File: src/core/sld_pkg.sv
package sld_pkg;

  // ----------------------------------------------------------------
  // clock and timing
  // ----------------------------------------------------------------
  localparam int unsigned CLK_HZ             = 100000000;
  localparam int unsigned CYC_PER_MS         = CLK_HZ / 1000;
  localparam int unsigned STRETCH_NORMAL_MS  = 40;
  localparam int unsigned STRETCH_MEDIUM_MS  = 70;
  localparam int unsigned STRETCH_LONG_MS    = 140;
  localparam int unsigned BLINK_FAST_MS      = 50;
  localparam int unsigned BLINK_SLOW_MS      = 250;
  localparam int unsigned STRETCH_NORMAL_CYC = STRETCH_NORMAL_MS * CYC_PER_MS;
  localparam int unsigned STRETCH_MEDIUM_CYC = STRETCH_MEDIUM_MS * CYC_PER_MS;
  localparam int unsigned STRETCH_LONG_CYC   = STRETCH_LONG_MS * CYC_PER_MS;
  localparam int unsigned BLINK_FAST_CYC     = BLINK_FAST_MS * CYC_PER_MS;
  localparam int unsigned BLINK_SLOW_CYC     = BLINK_SLOW_MS * CYC_PER_MS;
  localparam int unsigned CNT_W              = 24;
  // the slow blink half period needs one bit more than the stretch count
  localparam int unsigned BLINK_W            = 25;

  // ----------------------------------------------------------------
  // register map
  // ----------------------------------------------------------------
  localparam logic [3:0]  ADDR_CONFIG  = 4'h0;
  localparam logic [3:0]  ADDR_STATUS  = 4'h1;
  localparam logic [15:0] CONFIG_RESET = 16'h3422;
  localparam int unsigned FIRST_SEL_LSB  = 8;
  localparam int unsigned SECOND_SEL_LSB = 4;
  localparam int unsigned LEN_SEL_LSB    = 2;
  localparam int unsigned STRETCH_EN_BIT = 1;

  // ----------------------------------------------------------------
  // selection codes
  // ----------------------------------------------------------------
  localparam logic [3:0] SEL_TX        = 4'h1;
  localparam logic [3:0] SEL_RX        = 4'h2;
  localparam logic [3:0] SEL_COL       = 4'h3;
  localparam logic [3:0] SEL_LINK      = 4'h4;
  localparam logic [3:0] SEL_DUPLEX    = 4'h5;
  localparam logic [3:0] SEL_TXRX      = 4'h7;
  localparam logic [3:0] SEL_ON        = 4'h8;
  localparam logic [3:0] SEL_OFF       = 4'h9;
  localparam logic [3:0] SEL_FAST      = 4'hA;
  localparam logic [3:0] SEL_SLOW      = 4'hB;
  localparam logic [3:0] SEL_LINK_RX   = 4'hC;
  localparam logic [3:0] SEL_LINK_TXRX = 4'hD;
  localparam logic [3:0] SEL_DPX_COL   = 4'hE;

  localparam logic [1:0] LEN_NORMAL = 2'h0;
  localparam logic [1:0] LEN_MEDIUM = 2'h1;
  localparam logic [1:0] LEN_LONG   = 2'h2;

  // ----------------------------------------------------------------
  // types
  // ----------------------------------------------------------------
  typedef enum logic [0:0] {
    SLD_SENSE = 1'b0,
    SLD_RUN   = 1'b1
  } sld_mode_t;

  typedef struct packed {
    logic link_up;
    logic full_duplex;
    logic tx_act;
    logic rx_act;
    logic col_act;
  } sld_phy_stat_t;

  typedef struct packed {
    logic first_in;
    logic second_in;
  } sld_pin_in_t;

  typedef struct packed {
    logic first_out;
    logic first_oe;
    logic second_out;
    logic second_oe;
  } sld_pin_out_t;

  typedef struct packed {
    logic [CNT_W-1:0] count;
  } sld_stretch_st_t;

  typedef struct packed {
    logic [BLINK_W-1:0] count;
    logic               level;
  } sld_blink_st_t;

  typedef struct packed {
    sld_mode_t   mode;
    logic [15:0] cfg;
    logic [15:0] rdata;
    logic        sink_a;
    logic        sink_b;
    logic        pin_a;
    logic        pin_b;
    logic        oe;
    logic        duplex;
  } sld_top_st_t;

endpackage

File: src/core/sld_blink.sv
`timescale 1ns/1ns
`default_nettype none
module sld_blink #(
  parameter logic [24:0] HALF_CYC = 25'h00F4240
) (
  // clock and reset
  input  wire logic ref_clk_i,
  input  wire logic rst_n_i,
  // pattern
  output logic      level_o
);

  sld_pkg::sld_blink_st_t q;
  sld_pkg::sld_blink_st_t next_q;

  always_comb begin
    next_q = q;
    if (q.count >= HALF_CYC - 25'h0000001) begin
      next_q.count = 25'h0000000;
      next_q.level = ~q.level;
    end else begin
      next_q.count = q.count + 25'h0000001;
    end
  end

  always_ff @(posedge ref_clk_i or negedge rst_n_i) begin
    if (!rst_n_i) begin
      q <= '0;
    end else begin
      q <= next_q;
    end
  end

  assign level_o = q.level;

endmodule
`default_nettype wire

File: src/core/sld_stretch.sv
`timescale 1ns/1ns
`default_nettype none
module sld_stretch #(
  parameter logic [23:0] NORMAL_CYC = 24'h3D0900,
  parameter logic [23:0] MEDIUM_CYC = 24'h6ACFC0,
  parameter logic [23:0] LONG_CYC   = 24'hD59F80
) (
  // clock and reset
  input  wire logic       ref_clk_i,
  input  wire logic       rst_n_i,
  // event and length
  input  wire logic       event_i,
  input  wire logic [1:0] len_sel_i,
  output logic            active_o
);

  sld_pkg::sld_stretch_st_t q;
  sld_pkg::sld_stretch_st_t next_q;
  logic [23:0]              load;

  always_comb begin
    next_q = q;
    if (len_sel_i == sld_pkg::LEN_LONG) begin
      load = LONG_CYC;
    end else if (len_sel_i == sld_pkg::LEN_MEDIUM) begin
      load = MEDIUM_CYC;
    end else begin
      load = NORMAL_CYC;
    end
    if (event_i) begin
      next_q.count = load;
    end else if (q.count != 24'h000000) begin
      next_q.count = q.count - 24'h000001;
    end
  end

  always_ff @(posedge ref_clk_i or negedge rst_n_i) begin
    if (!rst_n_i) begin
      q <= '0;
    end else begin
      q <= next_q;
    end
  end

  assign active_o = event_i | (q.count != 24'h000000);
endmodule
`default_nettype wire

File: src/core/sld_top.sv
// Functional notes
// - The normal stretch length holds a stretched event for 40 ms.
// - The medium stretch length holds a stretched event for 70 ms.
// - The long stretch length holds a stretched event for 140 ms.
// - Code 1010 blinks the indicator fast and code 1001 keeps it off.
// - Code 0111 shows tx or rx activity, stretched if enabled; 0110 is off.
// - After reset each pin's wiring is sensed and drive polarity matched.
// - Wiring is sensed only once per reset, never while running.
// - The duplex default is half when the second pin sources, else full.
`timescale 1ns/1ns
`default_nettype none
module sld_top #(
  parameter logic [23:0] STRETCH_NORMAL_CYC =
    24'(sld_pkg::STRETCH_NORMAL_CYC),
  parameter logic [23:0] STRETCH_MEDIUM_CYC =
    24'(sld_pkg::STRETCH_MEDIUM_CYC),
  parameter logic [23:0] STRETCH_LONG_CYC   =
    24'(sld_pkg::STRETCH_LONG_CYC),
  parameter logic [24:0] BLINK_FAST_CYC     =
    25'(sld_pkg::BLINK_FAST_CYC),
  parameter logic [24:0] BLINK_SLOW_CYC     =
    25'(sld_pkg::BLINK_SLOW_CYC)
) (
  // clock and reset
  input  wire logic                   ref_clk_i,
  input  wire logic                   rst_n_i,
  // register port
  input  wire logic [3:0]             addr_i,
  input  wire logic [15:0]            wdata_i,
  input  wire logic                   wr_i,
  input  wire logic                   rd_i,
  output logic      [15:0]            rdata_o,
  // phy status
  input  wire sld_pkg::sld_phy_stat_t phy_stat_i,
  // indicator pins
  input  wire sld_pkg::sld_pin_in_t   pins_i,
  output sld_pkg::sld_pin_out_t       pins_o,
  // duplex default towards the phy
  output logic                        phy_duplex_default_o
);

  sld_pkg::sld_top_st_t q;
  sld_pkg::sld_top_st_t next_q;

  logic [3:0] first_led_select;
  logic [3:0] second_led_select;
  logic [1:0] stretch_length_select;
  logic       stretch_en;
  logic       s_tx;
  logic       s_rx;
  logic       s_col;
  logic       blink_fast;
  logic       blink_slow;
  logic       act_a;
  logic       act_b;

  assign first_led_select      = q.cfg[sld_pkg::FIRST_SEL_LSB +: 4];
  assign second_led_select     = q.cfg[sld_pkg::SECOND_SEL_LSB +: 4];
  assign stretch_length_select = q.cfg[sld_pkg::LEN_SEL_LSB +: 2];
  assign stretch_en            = q.cfg[sld_pkg::STRETCH_EN_BIT];

  // ----------------------------------------------------------------
  // event stretchers and blink patterns
  // ----------------------------------------------------------------
  sld_stretch #(
    .NORMAL_CYC (STRETCH_NORMAL_CYC),
    .MEDIUM_CYC (STRETCH_MEDIUM_CYC),
    .LONG_CYC   (STRETCH_LONG_CYC)
  ) u_str_tx (
    .ref_clk_i (ref_clk_i),
    .rst_n_i   (rst_n_i),
    .event_i   (phy_stat_i.tx_act),
    .len_sel_i (stretch_length_select),
    .active_o  (s_tx)
  );

  sld_stretch #(
    .NORMAL_CYC (STRETCH_NORMAL_CYC),
    .MEDIUM_CYC (STRETCH_MEDIUM_CYC),
    .LONG_CYC   (STRETCH_LONG_CYC)
  ) u_str_rx (
    .ref_clk_i (ref_clk_i),
    .rst_n_i   (rst_n_i),
    .event_i   (phy_stat_i.rx_act),
    .len_sel_i (stretch_length_select),
    .active_o  (s_rx)
  );

  sld_stretch #(
    .NORMAL_CYC (STRETCH_NORMAL_CYC),
    .MEDIUM_CYC (STRETCH_MEDIUM_CYC),
    .LONG_CYC   (STRETCH_LONG_CYC)
  ) u_str_col (
    .ref_clk_i (ref_clk_i),
    .rst_n_i   (rst_n_i),
    .event_i   (phy_stat_i.col_act),
    .len_sel_i (stretch_length_select),
    .active_o  (s_col)
  );

  sld_blink #(.HALF_CYC(BLINK_FAST_CYC)) u_blink_fast (
    .ref_clk_i (ref_clk_i),
    .rst_n_i   (rst_n_i),
    .level_o   (blink_fast)
  );

  sld_blink #(.HALF_CYC(BLINK_SLOW_CYC)) u_blink_slow (
    .ref_clk_i (ref_clk_i),
    .rst_n_i   (rst_n_i),
    .level_o   (blink_slow)
  );

  // ----------------------------------------------------------------
  // display selection
  // ----------------------------------------------------------------
  function automatic logic led_active(input logic [3:0] sel);
    logic tx;
    logic rx;
    logic col;
    logic txrx;
    tx   = stretch_en ? s_tx : phy_stat_i.tx_act;
    rx   = stretch_en ? s_rx : phy_stat_i.rx_act;
    col  = stretch_en ? s_col : phy_stat_i.col_act;
    txrx = stretch_en ? (s_tx | s_rx)
                      : (phy_stat_i.tx_act | phy_stat_i.rx_act);
    case (sel)
      sld_pkg::SEL_TX:        led_active = tx;
      sld_pkg::SEL_RX:        led_active = rx;
      sld_pkg::SEL_COL:       led_active = col;
      sld_pkg::SEL_LINK:      led_active = phy_stat_i.link_up;
      sld_pkg::SEL_DUPLEX:    led_active = phy_stat_i.full_duplex;
      sld_pkg::SEL_TXRX:      led_active = txrx;
      sld_pkg::SEL_ON:        led_active = 1'b1;
      sld_pkg::SEL_OFF:       led_active = 1'b0;
      sld_pkg::SEL_FAST:      led_active = blink_fast;
      sld_pkg::SEL_SLOW:      led_active = blink_slow;
      sld_pkg::SEL_LINK_RX:   led_active = phy_stat_i.link_up & ~s_rx;
      sld_pkg::SEL_LINK_TXRX: led_active = phy_stat_i.link_up &
                                           ~(s_tx | s_rx);
      sld_pkg::SEL_DPX_COL:   led_active = phy_stat_i.full_duplex ^ s_col;
      default:                led_active = 1'b0; // reserved, incl. 0110
    endcase
    return led_active;
  endfunction

  // a process, so that the status inputs read inside the function wake it
  always_comb begin
    act_a = led_active(first_led_select);
    act_b = led_active(second_led_select);
  end

  // ----------------------------------------------------------------
  // next state
  // ----------------------------------------------------------------
  always_comb begin
    next_q = q;
    case (q.mode)
      sld_pkg::SLD_SENSE: begin
        // undriven pin is pulled high by an led wired to the supply
        next_q.sink_a = pins_i.first_in;
        next_q.sink_b = pins_i.second_in;
        next_q.duplex = pins_i.second_in;
        next_q.pin_a  = pins_i.first_in;
        next_q.pin_b  = pins_i.second_in;
        next_q.oe     = 1'b1;
        next_q.mode   = sld_pkg::SLD_RUN;
      end
      sld_pkg::SLD_RUN: begin
        // polarity stays frozen until the next reset
        next_q.pin_a = act_a ^ q.sink_a;
        next_q.pin_b = act_b ^ q.sink_b;
      end
      default: begin
        next_q.mode = sld_pkg::SLD_SENSE;
      end
    endcase
    if (wr_i && addr_i == sld_pkg::ADDR_CONFIG) begin
      next_q.cfg = wdata_i;
    end
    next_q.rdata = 16'h0000;
    if (rd_i && addr_i == sld_pkg::ADDR_CONFIG) begin
      next_q.rdata = q.cfg;
    end else if (rd_i && addr_i == sld_pkg::ADDR_STATUS) begin
      next_q.rdata = {11'h000, q.mode == sld_pkg::SLD_RUN,
                      q.pin_b ^ q.sink_b, q.pin_a ^ q.sink_a,
                      q.sink_b, q.sink_a};
    end
  end

  always_ff @(posedge ref_clk_i or negedge rst_n_i) begin
    if (!rst_n_i) begin
      q      <= '0;
      q.cfg  <= sld_pkg::CONFIG_RESET;
      q.mode <= sld_pkg::SLD_SENSE;
    end else begin
      q <= next_q;
    end
  end

  assign rdata_o              = q.rdata;
  assign pins_o.first_out     = q.pin_a;
  assign pins_o.first_oe      = q.oe;
  assign pins_o.second_out    = q.pin_b;
  assign pins_o.second_oe     = q.oe;
  assign phy_duplex_default_o = q.duplex;
endmodule
`default_nettype wire

File: config.mk
export PLATFORM = sky130hd
export DESIGN_NAME = sld_top
export DESIGN_NICKNAME = d
export VERILOG_FILES = /design/src/core/sld_pkg.sv /design/src/core/sld_blink.sv /design/src/core/sld_stretch.sv /design/src/core/sld_top.sv
export SDC_FILE = /design/constraint.sdc
export NUM_CORES = 1
export LEC_CHECK = 0
export ABC_AREA = 1
export BUFFER_PORTS_ARGS = -buffer_cell sky130_fd_sc_hd__buf_2
export CORE_MARGIN = 2
export CORE_UTILIZATION = 54
export CTS_CLUSTER_DIAMETER = 30
export DETAILED_ROUTE_END_ITERATION = 7
export PLACE_DENSITY = 0.72
export SKIP_CTS_REPAIR_TIMING = 1
export SYNTH_ARGS = -nofsm -noshare
export SYNTH_HDL_FRONTEND = slang
export SYNTH_SLANG_ARGS = --single-unit
File: constraint.sdc
create_clock -name ref_clk_i -period 2.31 [get_ports ref_clk_i]
set_input_delay 0.5775 -clock ref_clk_i [delete_from_list [all_inputs] [get_ports ref_clk_i]]
set_output_delay 0.5775 -clock ref_clk_i [all_outputs]
set_load 0.02 [all_outputs]
After elaboration in Yosys (flattened, before gate mapping) --
Cells that the tools add are included.
Operators by class: add/subtract/negate cells 5, magnitude comparators 2, eq/ne operators 27, muxes and demuxes 19, bitwise gates (word level) 17, reduce and logical (&&, ||, !) cells 10
Operator list (number):
- 24-bit 2-to-1 mux | 7
- 24-bit nonzero test | 3
- 24-bit by 1-bit subtractor with 24-bit output, second input constant | 3
- 25-bit by 1-bit adder with 25-bit output, second input constant | 2
- 25-bit 2-to-1 mux | 2
- 4-bit equality test, second input constant | 12
- 25-bit by 23-bit >= comparator with 1-bit output, second input constant | 1
- 25-bit >= comparator, second input constant | 1
- 4-bit by 3-bit equality test with 1-bit output, second input constant | 6
- 1-bit one-hot mux with 12 select lines | 2
- 23-bit 2-to-1 mux | 1
- 4-bit by 2-bit equality test with 1-bit output, second input constant | 4
- 16-bit 2-to-1 mux | 1
- 4-bit by 1-bit equality test with 1-bit output, second input constant | 3
- 2-bit nonzero test | 3
- 5-bit 2-to-1 mux | 1
- 1-bit NOT | 5
- 1-bit bitwise OR | 5
- 1-bit XOR | 5
- 4-bit logical NOT | 1
- 1-bit 2-to-1 mux | 4
- 2-bit one-hot mux with 2 select lines | 1
- 1-bit logical AND | 3
- 1-bit bitwise AND | 2
- 2 further kinds | 2
Storage, ports and cells: register bits after elaboration 162, input bits 31, output and inout bits 21, word-level logic and storage cells 95

Depth between registers and ports, before layout --
Gate-level depths: netlist (run 1).
depth after elaboration 8, depth in mapped cells 15, depth with buffers taken out 15

Cells and area by module --
From an unflattened synthesis (run 1), not the netlist that was laid out.
Unflattened totals: cells, all modules 1439, area total of the unflattened synthesis 10423.7 um^2
By module, submodules not included:
- sld_stretch | instances 3, cells each 251, area an instance 1788.0 um^2, seq. area each 600.6 um^2
- sld_top | instances 1, cells each 232, area an instance 1866.8 um^2, seq. area each 957.2 um^2
- sld_blink at u_blink_slow | instances 1, cells each 241, area an instance 1616.6 um^2, seq. area each 650.6 um^2
- sld_blink at u_blink_fast | instances 1, cells each 213, area an instance 1576.5 um^2, seq. area each 650.6 um^2

Worst setup path before layout (run 1) --
Ideal clock, no wire load.
path kind register -> register, start point reg u_str_col.q[0] (netlist name), end point reg u_str_col.q[22] (netlist name), setup time 123 ps, arrival 1693 ps, data required time 2187 ps, slack 493 ps, cell stages (with the launch flop) 13, buffers on the path 0, period minus slack after synthesis 1817 ps, cells stage by stage dfrtp_1 -> inv_1 -> ha_1 -> inv_1 -> nor2_2 -> nand2_2 -> nor2_4 -> nand3b_4 -> nor2_4 -> nand4_1 -> or2_0 -> nand3_1 -> a21oi_1
On the way: longest elaborated chain between the ends 3, elaborated cells on any way between the ends 5, classes of those cells add/sub: 1; mux: 2; reduce/logical: 2
RTL lines:
- start: declaration | line sld_stretch.sv:17 | sld_pkg::sld_stretch_st_t q;
- start signal: assignment | line sld_stretch.sv:41 | q <= next_q;
- 24-bit by 1-bit subtractor with 24-bit output | line sld_stretch.sv:33 | next_q.count = q.count - 24'h000001;
- 24-bit 2-to-1 mux | line sld_stretch.sv:32 | end else if (q.count != 24'h000000) begin
- 24-bit 2-to-1 mux | line sld_stretch.sv:30 | if (event_i) begin
Parallel ways exist; a longest one is shown, timed or not. The select of a mux whose other input is x is not followed. A chain may end at the register's enable or synchronous reset.

==> impl_summary.md, run 1 <==
Final layout
The antenna diode count is 0. The fill cell total of the finished layout is 1438. The final design instance area without fill is 10000 sq um. The proportion of layout cells with a drive suffix above 1 is 14.8%. The synthesis-to-layout area growth is 12.7%. The most common cell after layout, fill and taps aside is nand2_1. The total number of nets in the final design is 1205. In the layout the commonest cells are 178 x nand2_1, 171 x nor2_1, 157 x dfrtp_1, 132 x inv_1, 75 x nand3_1.

Clock network
CTS saw 162 sinks. Clock latency on the worst-skew pair, taken at its later pin, is 430 ps. The clock-pin slew reported for the worst setup and hold paths after clock tree synthesis is 70 ps. The maximum level of the CTS H-tree is 4.

The CTS tree is yes. In this run the clock root is driven by a clkbuf_16. Counting along the longest clock path gives a buffer depth of 2.

In this run, CTS created clock tree buffers numbering 17.

Run
The max-cap check violation count is 0.

Synthesis
Of the synthesized area, sequential elements account for 45.5%. The cell count after synthesis is 1105. Each instance of the synthesized netlist takes up on average 8.07 sq um.

The fraction of registers with async set or reset after synthesis is 100%. Yosys printed 0 warnings. In the synthesized netlist the dominant register cell turns out to be dfrtp_1. After synthesis, the netlist uses 50 different library cells. Counting flops and latches in the post-synthesis netlist gives 162. The area of the mapped netlist is 8910 sq um. The number of flops mapped to enable cells by yosys is 0.

Drt
The final wirelength is 20000 microns. The number of design-rule violations left by the first detailed-router iteration is 491. Using the TritonRoute via totals, the vias-per-cell ratio works out to 5.35. The post-route antenna net violation count is 0. The via count of the routed design is 7453. The mean routed wirelength per cell is 14.3 microns. After detailed routing, the number of remaining DRC violations is 0. The detailed-routing iteration count for the pre-antenna-repair pass is 5.

Global routing
The initial antenna violation count is 1. The total global routing overflow is 0. The pin count of the biggest net entering global routing is 48. The via count of the first global-routing pass is 6997.

The overall track demand over capacity in global routing is 23.6%. The first-pass GRT wire length is 33600 microns.

Status
The flow ran to the end, and the final reports show no timing, DRC or antenna violations.

Timing
For the pin with the worst max-slew slack, the measured transition is 554 ps. The final critical path takes up 91.9% of the cycle. Setup violations remaining at the end of the flow were counted as 0.

Setup repair after global routing left no endpoint under its margin. Timing would allow up to 471 MHz. Summed over all failing endpoints, the final setup total negative slack is 0 ps. In this run the tightest slew margin relative to its limit is 63.1%. The hold violation count in the final report was 0. Clock skew on the completed layout was measured at 7.07 ps. Hold is met by 84.6 ps. The shortest period the worst path allows is 2120 ps. The max-slew violation count is 0.

Worst setup path
The most critical setup path has its endpoint at pins_o[1]. The startpoint of the lowest-slack register-to-register path is u_str_col.q[16]. The startpoint kind of the worst setup timing path is a register.

STA puts the critical path data required time at 2620 ps. The setup check on the worst reg-to-reg path leaves a slack of 190 ps. Of all nets on the critical path, the largest fanout is 7. The start point of the critical path is u_str_col.q[16]. STA puts the critical path data arrival time at 2440 ps. Counting cells, the worst reg-to-reg path comes to 12. The setup path with the least slack is of type register to register. The capturing element type of the critical path is a register.

The destination of the worst register-to-register timing path is pins_o[1].

Floorplanning
The initial utilization of the core area, before any placement, comes to 55.7%. The cell row count is 46. The total die area is 17600 sq um. From left edge to right edge, the die measures 132 microns.

52 I/O pins were placed. The chip height is 132 microns. The area of the core region is 16000 sq um.

Hold path
The worst hold path class is primary input to asynchronous set/reset pin.

Place
After detailed placement, the total cell area comes to 9440 sq um. The detailed placement HPWL is 14500 microns. At the end of routability-driven placement, the weighted congestion stood at 0.899. Port buffering added 51 buffers.

Pwr
The analysis attributes to cell leakage a power of 4.80 nW. Power spread over the standard cell area amounts to 784 nW/um^2. IR analysis of the VDD net gives a maximum drop of 0.533 mV.
==> layer usage <==
| layer | vias up | routed length (microns) | GRT usage [%] |
|---|---|---|---|
| met4 | 2 | 355 | 7.29 |
| met3 | 31 | 975 | 4.56 |
| met1 | 3517 | 9140 | 32.2 |
| met5 | - | 11 | 0 |
| li1 | 3705 | - | - |
| met2 | 198 | 9480 | 38.5 |
==> power by group <==
part	switching, W	leakage, nW	internal (W)
combinational	0.000963	2.48	0.000562
sequential	0.000345	2.04	0.00319
clock	0.00117	0.280	0.00165
==> cells by family after synthesis <==
kind of cell	Yosys count	synth area share (%)
and+or+nand+nor	573	30.8
buffers and inverters	172	8.14
DFF	162	45.5
AOI/OAI and AO/OA	125	7.92
xor gates and xnor gates	59	5.80
adders and majority gates	11	1.54
other	2	0.0842
muxes	1	0.126
==> synth_stat cells, types with 6 or more instances <==
cell type,instances,area [sq um]
a21oi_1,52,260
buf_4,20,150
clkbuf_1,10,37.5
dfrtp_1,157,3930
ha_1,11,138
inv_1,132,495
nand2_1,178,668
nand2_2,7,43.8
nand3_1,75,375
nand4_1,33,206
nor2_1,171,642
nor2_2,23,144
nor2_4,10,113
nor3_1,29,145
nor3_2,6,60.1
nor3b_1,13,97.6
nor4_1,7,43.8
o21ai_0,37,185
o31ai_1,8,60.1
xnor2_1,19,166
xor2_1,40,350
==> metrics by stage <==
step	instances	utilization (%)	total power, W	setup slack [ps]
final	1392	62.8	0.00788	188
after CTS	1392	62.7	0.00791	159
after global placement	1360	59.0	0.00505	213
after floorplan	1106	-	0.00462	493
after global routing	1392	62.8	0.00830	3.75
after detailed placement	1360	59.0	0.00508	159
==> cell type report <==
| class | instances | area [sq um] | area share (%) |
|---|---|---|---|
| Timing Repair Buffer | 72 | 457 | 4.54 |
| Tap cell | 216 | 270 | 2.69 |
| Clock buffer | 20 | 457 | 4.54 |
| Clock inverter | 12 | 134 | 1.33 |
| Sequential cell | 162 | 4060 | 40.4 |
| Multi-Input combinational cell | 772 | 4150 | 41.3 |
| Inverter | 138 | 523 | 5.20 |
==> worst max-delay path: stages, from the launching register on <==
cell and delay, ps:
dfrtp_1 430, nor2_2 220, nand2_1 130, nor2_1 270, nand4_4 200, inv_4 160, nand2_1 90, nand3_1 80
a21oi_1 60, nor2_1 170, nand2_1 80, nand2_1 60, nand3_1 60
==> flip-flops by register name (all words and copies together), names as in the netlist <==
name	cells
first_led_select	4
phy_duplex_default_o	1
pins_o	3
q	14
rdata_o	16
u_blink_fast.level_o	1
u_blink_fast.q	25
u_blink_slow.level_o	1
u_blink_slow.q	25
u_str_col.q	24
u_str_rx.q	24
u_str_tx.q	24
==> worst min path at each step <==
stage	slack (ps)	startpoint	end	depth (start not counted)
floorplan	280	rst_n_i	first_led_select[0]	0
global placement	450	u_blink_fast.q[1]	u_blink_fast.q[1]	1
detailed placement	460	u_blink_fast.q[1]	u_blink_fast.q[1]	1
CTS	90	rst_n_i	u_str_tx.q[2]	1
global route	110	rst_n_i	u_str_tx.q[2]	1
finish	80	rst_n_i	u_str_tx.q[2]	1
No activity file was read; power rests on OpenSTA's default activity.
==> run 2: changes to the inputs <==
Settings changed: ABC_AREA 1 to unset, GPL_TIMING_DRIVEN set to 0.
==> impl_summary.md, run 2 <==
Final layout
Registers take 4060 sq um. From synthesis to final layout, the design area changed by 21.8%. The fill cell total of the finished layout is 1157. The largest registers in the layout are u_blink_fast.q (25), u_blink_slow.q (25). The final design instance area without fill is 9980 sq um. The proportion of layout cells with a drive suffix above 1 is 26.0%. The total number of nets in the final design is 964. The count of cells in the finished layout, fillers not included, comes to 1123. The repair_antennas step left the layout with diodes totalling 0. In the layout the commonest cells are 156 x dfrtp_1, 117 x nor2_1, 55 x xor2_1, 52 x xnor2_1.

The multi-input combinational cell area is 4260 sq um. The library cell used most frequently in the layout, excluding fill and tap cells, is dfrtp_1.

Synthesis
The number of different library cells used by synthesis comes to 60. For this run, the register share of the synthesized area comes to 49.6%. Among all cell types in the netlist, the one instantiated most often is dfrtp_1. After technology mapping, the gate count stands at 825. The synthesized design contains 0 enable-type register cells. The synthesized netlist devotes 6.92% of its cell area to compound gates. The mean instance size in the synthesized netlist is 9.93 sq um. By area the synthesized netlist is led by dfrtp_1 48%, xor2_1 6.2%, nor2_1 5.7%. The main flop type after synthesis is dfrtp_1. The post-synthesis simple-gate area fraction is 22.4%. The synthesized design devotes to its leading area cell type 48.0% of total area. Counting flops with an async set or reset pin after synthesis yields a share of 100%. After Yosys synthesis, XOR and XNOR cells account for 11.9% of the synthesized area. The cell taking the most area after synthesis is dfrtp_1. After synthesis, the largest family of logic cells by area is simple AND/OR/NAND/NOR gates. After synthesis the netlist holds a flip-flop and latch count of 162.

The fraction of the mapped netlist area in adder cells is 1.68%. After synthesis, the most frequently instantiated cells are 157 x dfrtp_1, 125 x nor2_1, 58 x nand2_1, 58 x xor2_1, 53 x xnor2_1. The number of warnings issued by yosys is 0.

The multiplexer share of the synthesized area is 3.77%. The cell area that synthesis handed to floorplanning was 8190 sq um.

Timing
The maximum operating frequency is 321 MHz. The clock arrives with 8.84 ps of skew. The share of the clock period used by the worst path is 135%.

The setup slack after layout is -807 ps. Setup repair after global routing could not meet its margin everywhere. The measured slew at the worst slew-check pin is 740 ps.

The hold violation count in the final report was 0. Measured against its own limit, the worst slew margin works out to 50.2%. Setup violations remaining at the end of the flow were counted as 48. Counting I/O delays and the setup requirement, the final critical path takes 3120 ps. The max-slew violation count is 0.

Drt
After detailed routing, the average wire length per cell comes to 15.8 microns. In this run the remaining antenna-violating nets after routing total 0. Using the TritonRoute via totals, the vias-per-cell ratio works out to 5.56.

The wire length the detailed router placed on met1 is 8080 microns. The wire length on met2 is 8800 microns. The number of design-rule violations left by the first detailed-router iteration is 370. Detailed routing placed a total of 607 microns of wire on met3. The final wirelength is 17800 microns.

The via count of the routed design is 6244. After detailed routing, no signal wire sits above met4. The first detailed-routing pass took 4 iterations. After detailed routing, the number of remaining DRC violations is 0.

Pwr
In this run the power density over the cells is 797 nW/um^2. The static leakage is 4.33 nW. IR analysis of the VDD net gives a maximum drop of 0.591 mV.

Clock network
The clock tree buffer depth is 2. The root buffer cell is clkbuf_16. The CTS tree is yes. The tree built by TritonCTS fans out to 162 sinks.

The H-tree was split into 4 levels. Clock latency on the worst-skew pair, taken at its later pin, is 430 ps. After clock tree synthesis, the clock-pin slew on the worst setup and hold paths is 60 ps.

Buffers inserted during clock tree synthesis total 17.

Run
Max-cap violations in this run came to 0.

Floorplanning
Measured along the x axis, the die boundary spans 127 microns. The initial standard-cell utilization of the core is 54.5%. After floorplanning, the core was sized to cover 15000 sq um. In this run the vertical extent of the chip is 127 microns. The I/O pin count is 52. The initialized floorplan defines 45 standard-cell rows. The total die area is 16200 sq um.

Worst setup path
By instance count, the cell type seen most on the critical path is or4_4. The startpoint kind of the worst setup timing path is a register. The worst register-to-register path begins at u_str_tx.q[4]. Across all register-to-register paths, the minimum setup slack is -810 ps.

STA classifies the critical path endpoint as a register. The worst reg-to-reg path cell count is 8. For the worst setup path, the data arrival time is 3430 ps. Among all stages on the critical path, the largest delay is contributed by or4_4. Walking the worst path, the cells encountered are or4_4, or4_4, or4_4, buf_6, o2111a_1, o41ai_4, nor4_2, o31a_1. Of all nets on the critical path, the largest fanout is 4.

For this run, the slowest stage of the critical path takes 570 ps. The critical path is of the register to register type. Data on the critical path is required at its endpoint by 2620 ps. The worst register-to-register path ends at pins_o[1].

Place
Input and output buffers added on the ports amount to 49. Timing analysis after detailed placement gives a worst setup slack of -1170 ps. The detailed placement HPWL is 11200 microns.

The congestion estimate from routability-driven global placement came to 0.848. The number of placed cells counting well taps is 1064. Summing all placed instances gives a cell area of 8780 sq um.

Status
The final reports fail on setup timing. The run finished, with violations left.

Global routing
In the global route stage, overall resource usage came out at 21.7%. The first-pass GRT wire length is 28000 microns. The via count of the first global-routing pass is 5846. Entering global routing, the biggest net connects 86 pins.

The total global routing overflow is 0. The initial antenna violation count was 0.

Hold path
The min-delay analysis places its worst path in the category primary input to asynchronous set/reset pin.
[run 2: changes by cell type after synthesis, sizes merged, moves of 16 or more]
cell and change:
nand2 -127, inv -122, nor2 -79, nand3 -54
a21oi -38, xnor2 +34, mux2 +22, nand4 -22
xor2 +18, nand2b +16, nor4 +16
[run 2: final cells by class]
cell class,count,area share (%)
well taps,188,2.36
plain buffers,42,2.76
flip-flops and latches,162,40.7
repair buffers,78,5.37
clock buffers,23,4.99
inverters,15,0.564
multi-input cells,606,42.7
clock inverters,9,0.552
[run 2: worst max-delay path: cells and delay by family (launching register included)]
kind | cells | cell delay, ps
AOI/OAI and AO/OA | 3 | 780
DFF | 1 | 390
and+or+nand+nor | 4 | 1680
buffers and inverters | 1 | 140
[run 2: per-stage QoR]
| stage | hold slack (ps) | total power, W | TNS, ps | util, % |
|---|---|---|---|---|
| final | 98.2 | 0.00795 | -11430 | 66.4 |
| after global placement | 459 | 0.00502 | -307960 | 58.1 |
| after detailed placement | 469 | 0.00506 | -24650 | 58.4 |
| after CTS | 129 | 0.00771 | -26650 | 62.1 |
| after floorplan | 282 | 0.00464 | -5750 | - |
| after global routing | 151 | 0.00834 | -15290 | 66.4 |
[run 2: worst max path at each step]
stage | from | depth (start not counted) | endpoint
after global placement | rst_n_i | 1 | u_blink_fast.q[9]
after floorplan | u_str_tx.q[4] | 8 | pins_o[1]
after CTS | u_str_tx.q[4] | 7 | pins_o[3]
final | u_str_tx.q[4] | 8 | pins_o[1]
after global routing | u_str_tx.q[4] | 8 | pins_o[1]
after detailed placement | u_str_tx.q[10] | 7 | pins_o[3]
[run 2: cell families (layout without fill, tap and decap cells)]
logic type / count (synthesis) / after routing
AOI/OAI and AO/OA: 89 / 89
xor gates and xnor gates: 111 / 111
adders and majority gates: 11 / 11
buffers and inverters: 58 / 167
DFF: 162 / 162
muxes: 28 / 28
other: 2 / 3
and+or+nand+nor: 364 / 364
[run 2: where the power goes]
group          internal (W)  switching (W)
Sequential          0.00324       0.000472
Combinational      0.000786       0.000831
Clock               0.00151        0.00112
[run 2: metal layers]
metal | up-vias | track usage, %
li1 | 3034 | -
met1 | 3051 | 30.0
met2 | 130 | 34.5
met3 | 29 | 5.07
met4 | 0 | 6.14
met5 | - | 0
==> run 3: changes to the inputs <==
Settings changed: SYNTH_HIERARCHICAL set to 1.
==> impl_summary.md, run 3 <==
Floorplanning
The chip height is 132 microns. The floorplan step defined a core boundary enclosing 15900 sq um. The initial standard-cell utilization of the core is 55.4%. For this design the top-level I/O count stands at 52.

The cell row count is 46. The floorplan step set the die width to 132 microns. The total die area is 17300 sq um.

Clock network
TritonCTS built the clock tree. The clock-pin slew reported for the worst setup and hold paths after clock tree synthesis is 60 ps. The insertion delay to the later sink of the worst-skew pair is 420 ps. The number of clock buffers inserted by TritonCTS is 17. The tree is rooted in a clkbuf_16. The count of clock tree sinks is 162. The clock passes through at most 2 buffers. The maximum level of the CTS H-tree is 4.

Worst setup path
The startpoint kind of the worst setup timing path is a register. The data arrival time of the critical path is 3190 ps. The capturing element type of the critical path is a register. The biggest fanout along the worst timing path is 5. The data required time at the worst endpoint is 2620 ps. The critical path is of the register to register type.

Synthesis
The complex-gate fraction of the synthesized area is 9.43%. Summed over all instances, the cell type with the most area after synthesis is dfrtp_1. The fraction of registers with async set or reset after synthesis is 100%. The cell count after synthesis is 886. The number of warnings issued by yosys is 6. The main flop type after synthesis is dfrtp_1. Counting flops with a built-in enable in the synthesized netlist gives 0. In the synthesized netlist, the cells that appear most often are 157 x dfrtp_1, 102 x nor2_1, 55 x nand2_1, 48 x o21ai_0, 44 x xor2_1. The count of different cell masters after synthesis is 70.

In the post-synthesis netlist, the biggest area contributors are dfrtp_1 45%, xor2_1 4.4%, nor2_1 4.4%. The fraction of the mapped netlist area in adder cells is 2.42%. The part of the Yosys area used for sequential elements is 46.2%. After synthesis, the mean cell area works out to 9.92 sq um.

Of the post-synthesis cell area, the part taken by muxes is 4.04%. The number of synthesized register bits is 162. The top cell type by area accounts for 44.7% of the synthesized area. The synthesized-area fraction occupied by xor and xnor cells is 8.37%. After synthesis, the largest family of logic cells by area is simple AND/OR/NAND/NOR gates. The cell with the most instances after synthesis is dfrtp_1. The post-synthesis simple-gate area fraction is 24.9%. In this run the cell area of the synthesized design comes to 8790 sq um.

Status
The run finished, with violations left. The checks that failed: setup timing.

Pwr
In this run the static leakage power is 4.37 nW. The worst voltage drop across the vdd grid is 0.599 mV. Net switching is 29.7% of the power.

Total power for the finished layout comes to 0.00834 W. Combinational cells account for 19.8% of the total power. The portion of total power attributed to sequential cells is 44.3%. In this run the power density over the cells is 808 nW/um^2. The design internal power is 0.00587 W. In this run the power spent charging and discharging nets is 0.00248 W. The share of power burned in the clock network is 35.9%.

Timing
Across the routed clock network, the largest skew measured is 8.50 ps. Setup violations remaining at the end of the flow were counted as 49. The worst pin sits at a relative slew slack of 48.9%.

Setup repair after global routing could not meet its margin everywhere. The final worst hold slack is 113 ps. The hold violation count in the final report was 0.

The shortest period the worst path allows is 2890 ps. The share of the clock period used by the worst path is 125%. For the pin with the worst max-slew slack, the measured transition is 760 ps. The max-slew violation count is 0. In the post-route analysis, the smallest setup slack over all paths is -578 ps.

Derived from the worst setup path, the maximum achievable clock frequency is 346 MHz.

Drt
The mean routed wirelength per cell is 16.2 microns. The final wirelength is 19500 microns. The number of design-rule violations left by the first detailed-router iteration is 505. The average via count per standard cell is 5.68.

The via count of the routed design is 6840. The first detailed-routing pass took 5 iterations. For this run, design rule violations remaining after detail routing come to 0. The post-route antenna net violation count is 0.

Final layout
After the last flow step, the layout net total stands at 1022. The non-filler instance count after layout is 1204. The largest registers in the layout are u_blink_fast/q (25), u_blink_slow/q (25). The area growth from synthesis to layout is 17.4%. The fill cell total of the finished layout is 1285. The post-route netlist has 22.4% of its cells at a drive strength greater than 1. The library cells used most frequently in the layout, excluding fill and tap cells, are 156 x dfrtp_1, 102 x nor2_1, 56 x buf_2, 49 x nand2_1, 48 x o21ai_0. Leaving out fill and tap cells, the most frequent cell in the layout is dfrtp_1. The end-of-flow core utilization is 65.0%.

Global routing
The first global-routing pass estimated 33000 microns of wire. The overall track demand over capacity in global routing is 23.4%. The initial antenna violation count is 3.

The total overflow left after global routing is 0. The pin count of the biggest net entering global routing is 90. The via count of the first global-routing pass is 6667.

Hold path
The worst hold path class is primary input to asynchronous set/reset pin.

Place
The detailed placement HPWL is 13300 microns. The final estimated routing congestion in global placement is 0.846. Prior to clock tree synthesis, the placed netlist has a worst setup slack of -648 ps. Once placement completed, the tool counted placed cells totaling 1155.

The number of buffers added on ports is 51.

Run
The max-cap check violation count is 0.
[run 3: changes by cell type in the layout (fill, tap and decap cells not counted), moves of 9 or more]
| cell | before | now |
|---|---|---|
| inv_1 | 14 | 29 |
| or3_1 | 5 | 21 |
| nand3_1 | 23 | 37 |
| nor2_1 | 117 | 102 |
| o21ai_1 | 19 | 0 |
| or4_4 | 12 | 3 |
| o31a_1 | 1 | 12 |
| o21ai_0 | 17 | 48 |
| xnor2_1 | 52 | 39 |
| xor2_1 | 55 | 44 |
[run 3: critical path: stages, from the launching register on]
cell and delay [ps]:
dfrtp_1 420, or3_4 410, or2_4 280, nor4_4 370
nand2_2 160, mux4_2 500, a22oi_2 160, or3_1 130
o21ai_2 60, mux2_4 290
[run 3: power by group through the flow]
stage	sequential, W	combinational [W]	clock, W
6_report	0.00370	0.00165	0.00300
5_1_grt	0.00376	0.00184	0.00321
4_1_cts	0.00368	0.00154	0.00308
3_5_place_dp	0.00372	0.00151	0
3_3_place_gp	0.00371	0.00147	0
2_1_floorplan	0.00361	0.00117	0
[run 3: area by class of cell]
cell class | instances | area, sq um | area share (%)
multi-input combinational | 652 | 4530 | 43.9
sequential | 162 | 4060 | 39.3
clock buffer | 19 | 453 | 4.39
timing repair buffer | 68 | 413 | 4.00
buffer | 44 | 297 | 2.87
tap | 216 | 270 | 2.62
clock inverter | 13 | 184 | 1.78
inverter | 29 | 109 | 1.05
antenna | 1 | 2.50 | 0.0242
[run 3: path summary, 6_finish.rpt]
path | from | cells past startpoint | endpoint | slack, ps
worst max-delay path | u_str_tx/q[19] | 9 | pins_o[3] | -580
max in group asynchronous | rst_n_i | 2 | q[27] | 1330
worst min-delay path | rst_n_i | 1 | u_str_tx/q[7] | 110
min in group ref_clk_i | wdata_i[15] | 2 | q[37] | 380
worst max register to register | u_str_tx/q[19] | 9 | pins_o[3] | -580
worst min register to register | q[37] | 1 | rdata_o[15] | 480
[run 3: metal layers]
metal | track usage (%) | share of wire, % | up-vias | routed length [microns]
met5 | 0 | 0.10 | - | 20
met4 | 7.85 | 1.6 | 4 | 316
met3 | 5.40 | 5.0 | 27 | 979
met2 | 37.2 | 48 | 197 | 9390
met1 | 31.8 | 45 | 3295 | 8790
li1 | - | - | 3317 | -
[run 3: through the flow]
step           area [sq um]  TNS, ps
2_1_floorplan          8920     -495
3_3_place_gp           9440  -294690
3_5_place_dp           9480    -6480
4_1_cts               10100    -7760
5_1_grt               10300   -17490
6_report              10300    -7970
[run 3: cell families after synthesis]
| logic type | Yosys count |
|---|---|
| flip-flops | 162 |
| AND/OR/NAND/NOR | 388 |
| XOR/XNOR | 84 |
| other | 2 |
| adder cells (fa/ha/maj) | 17 |
| AO/OA/AOI/OAI | 129 |
| buffers and inverters | 73 |
| multiplexers | 31 |
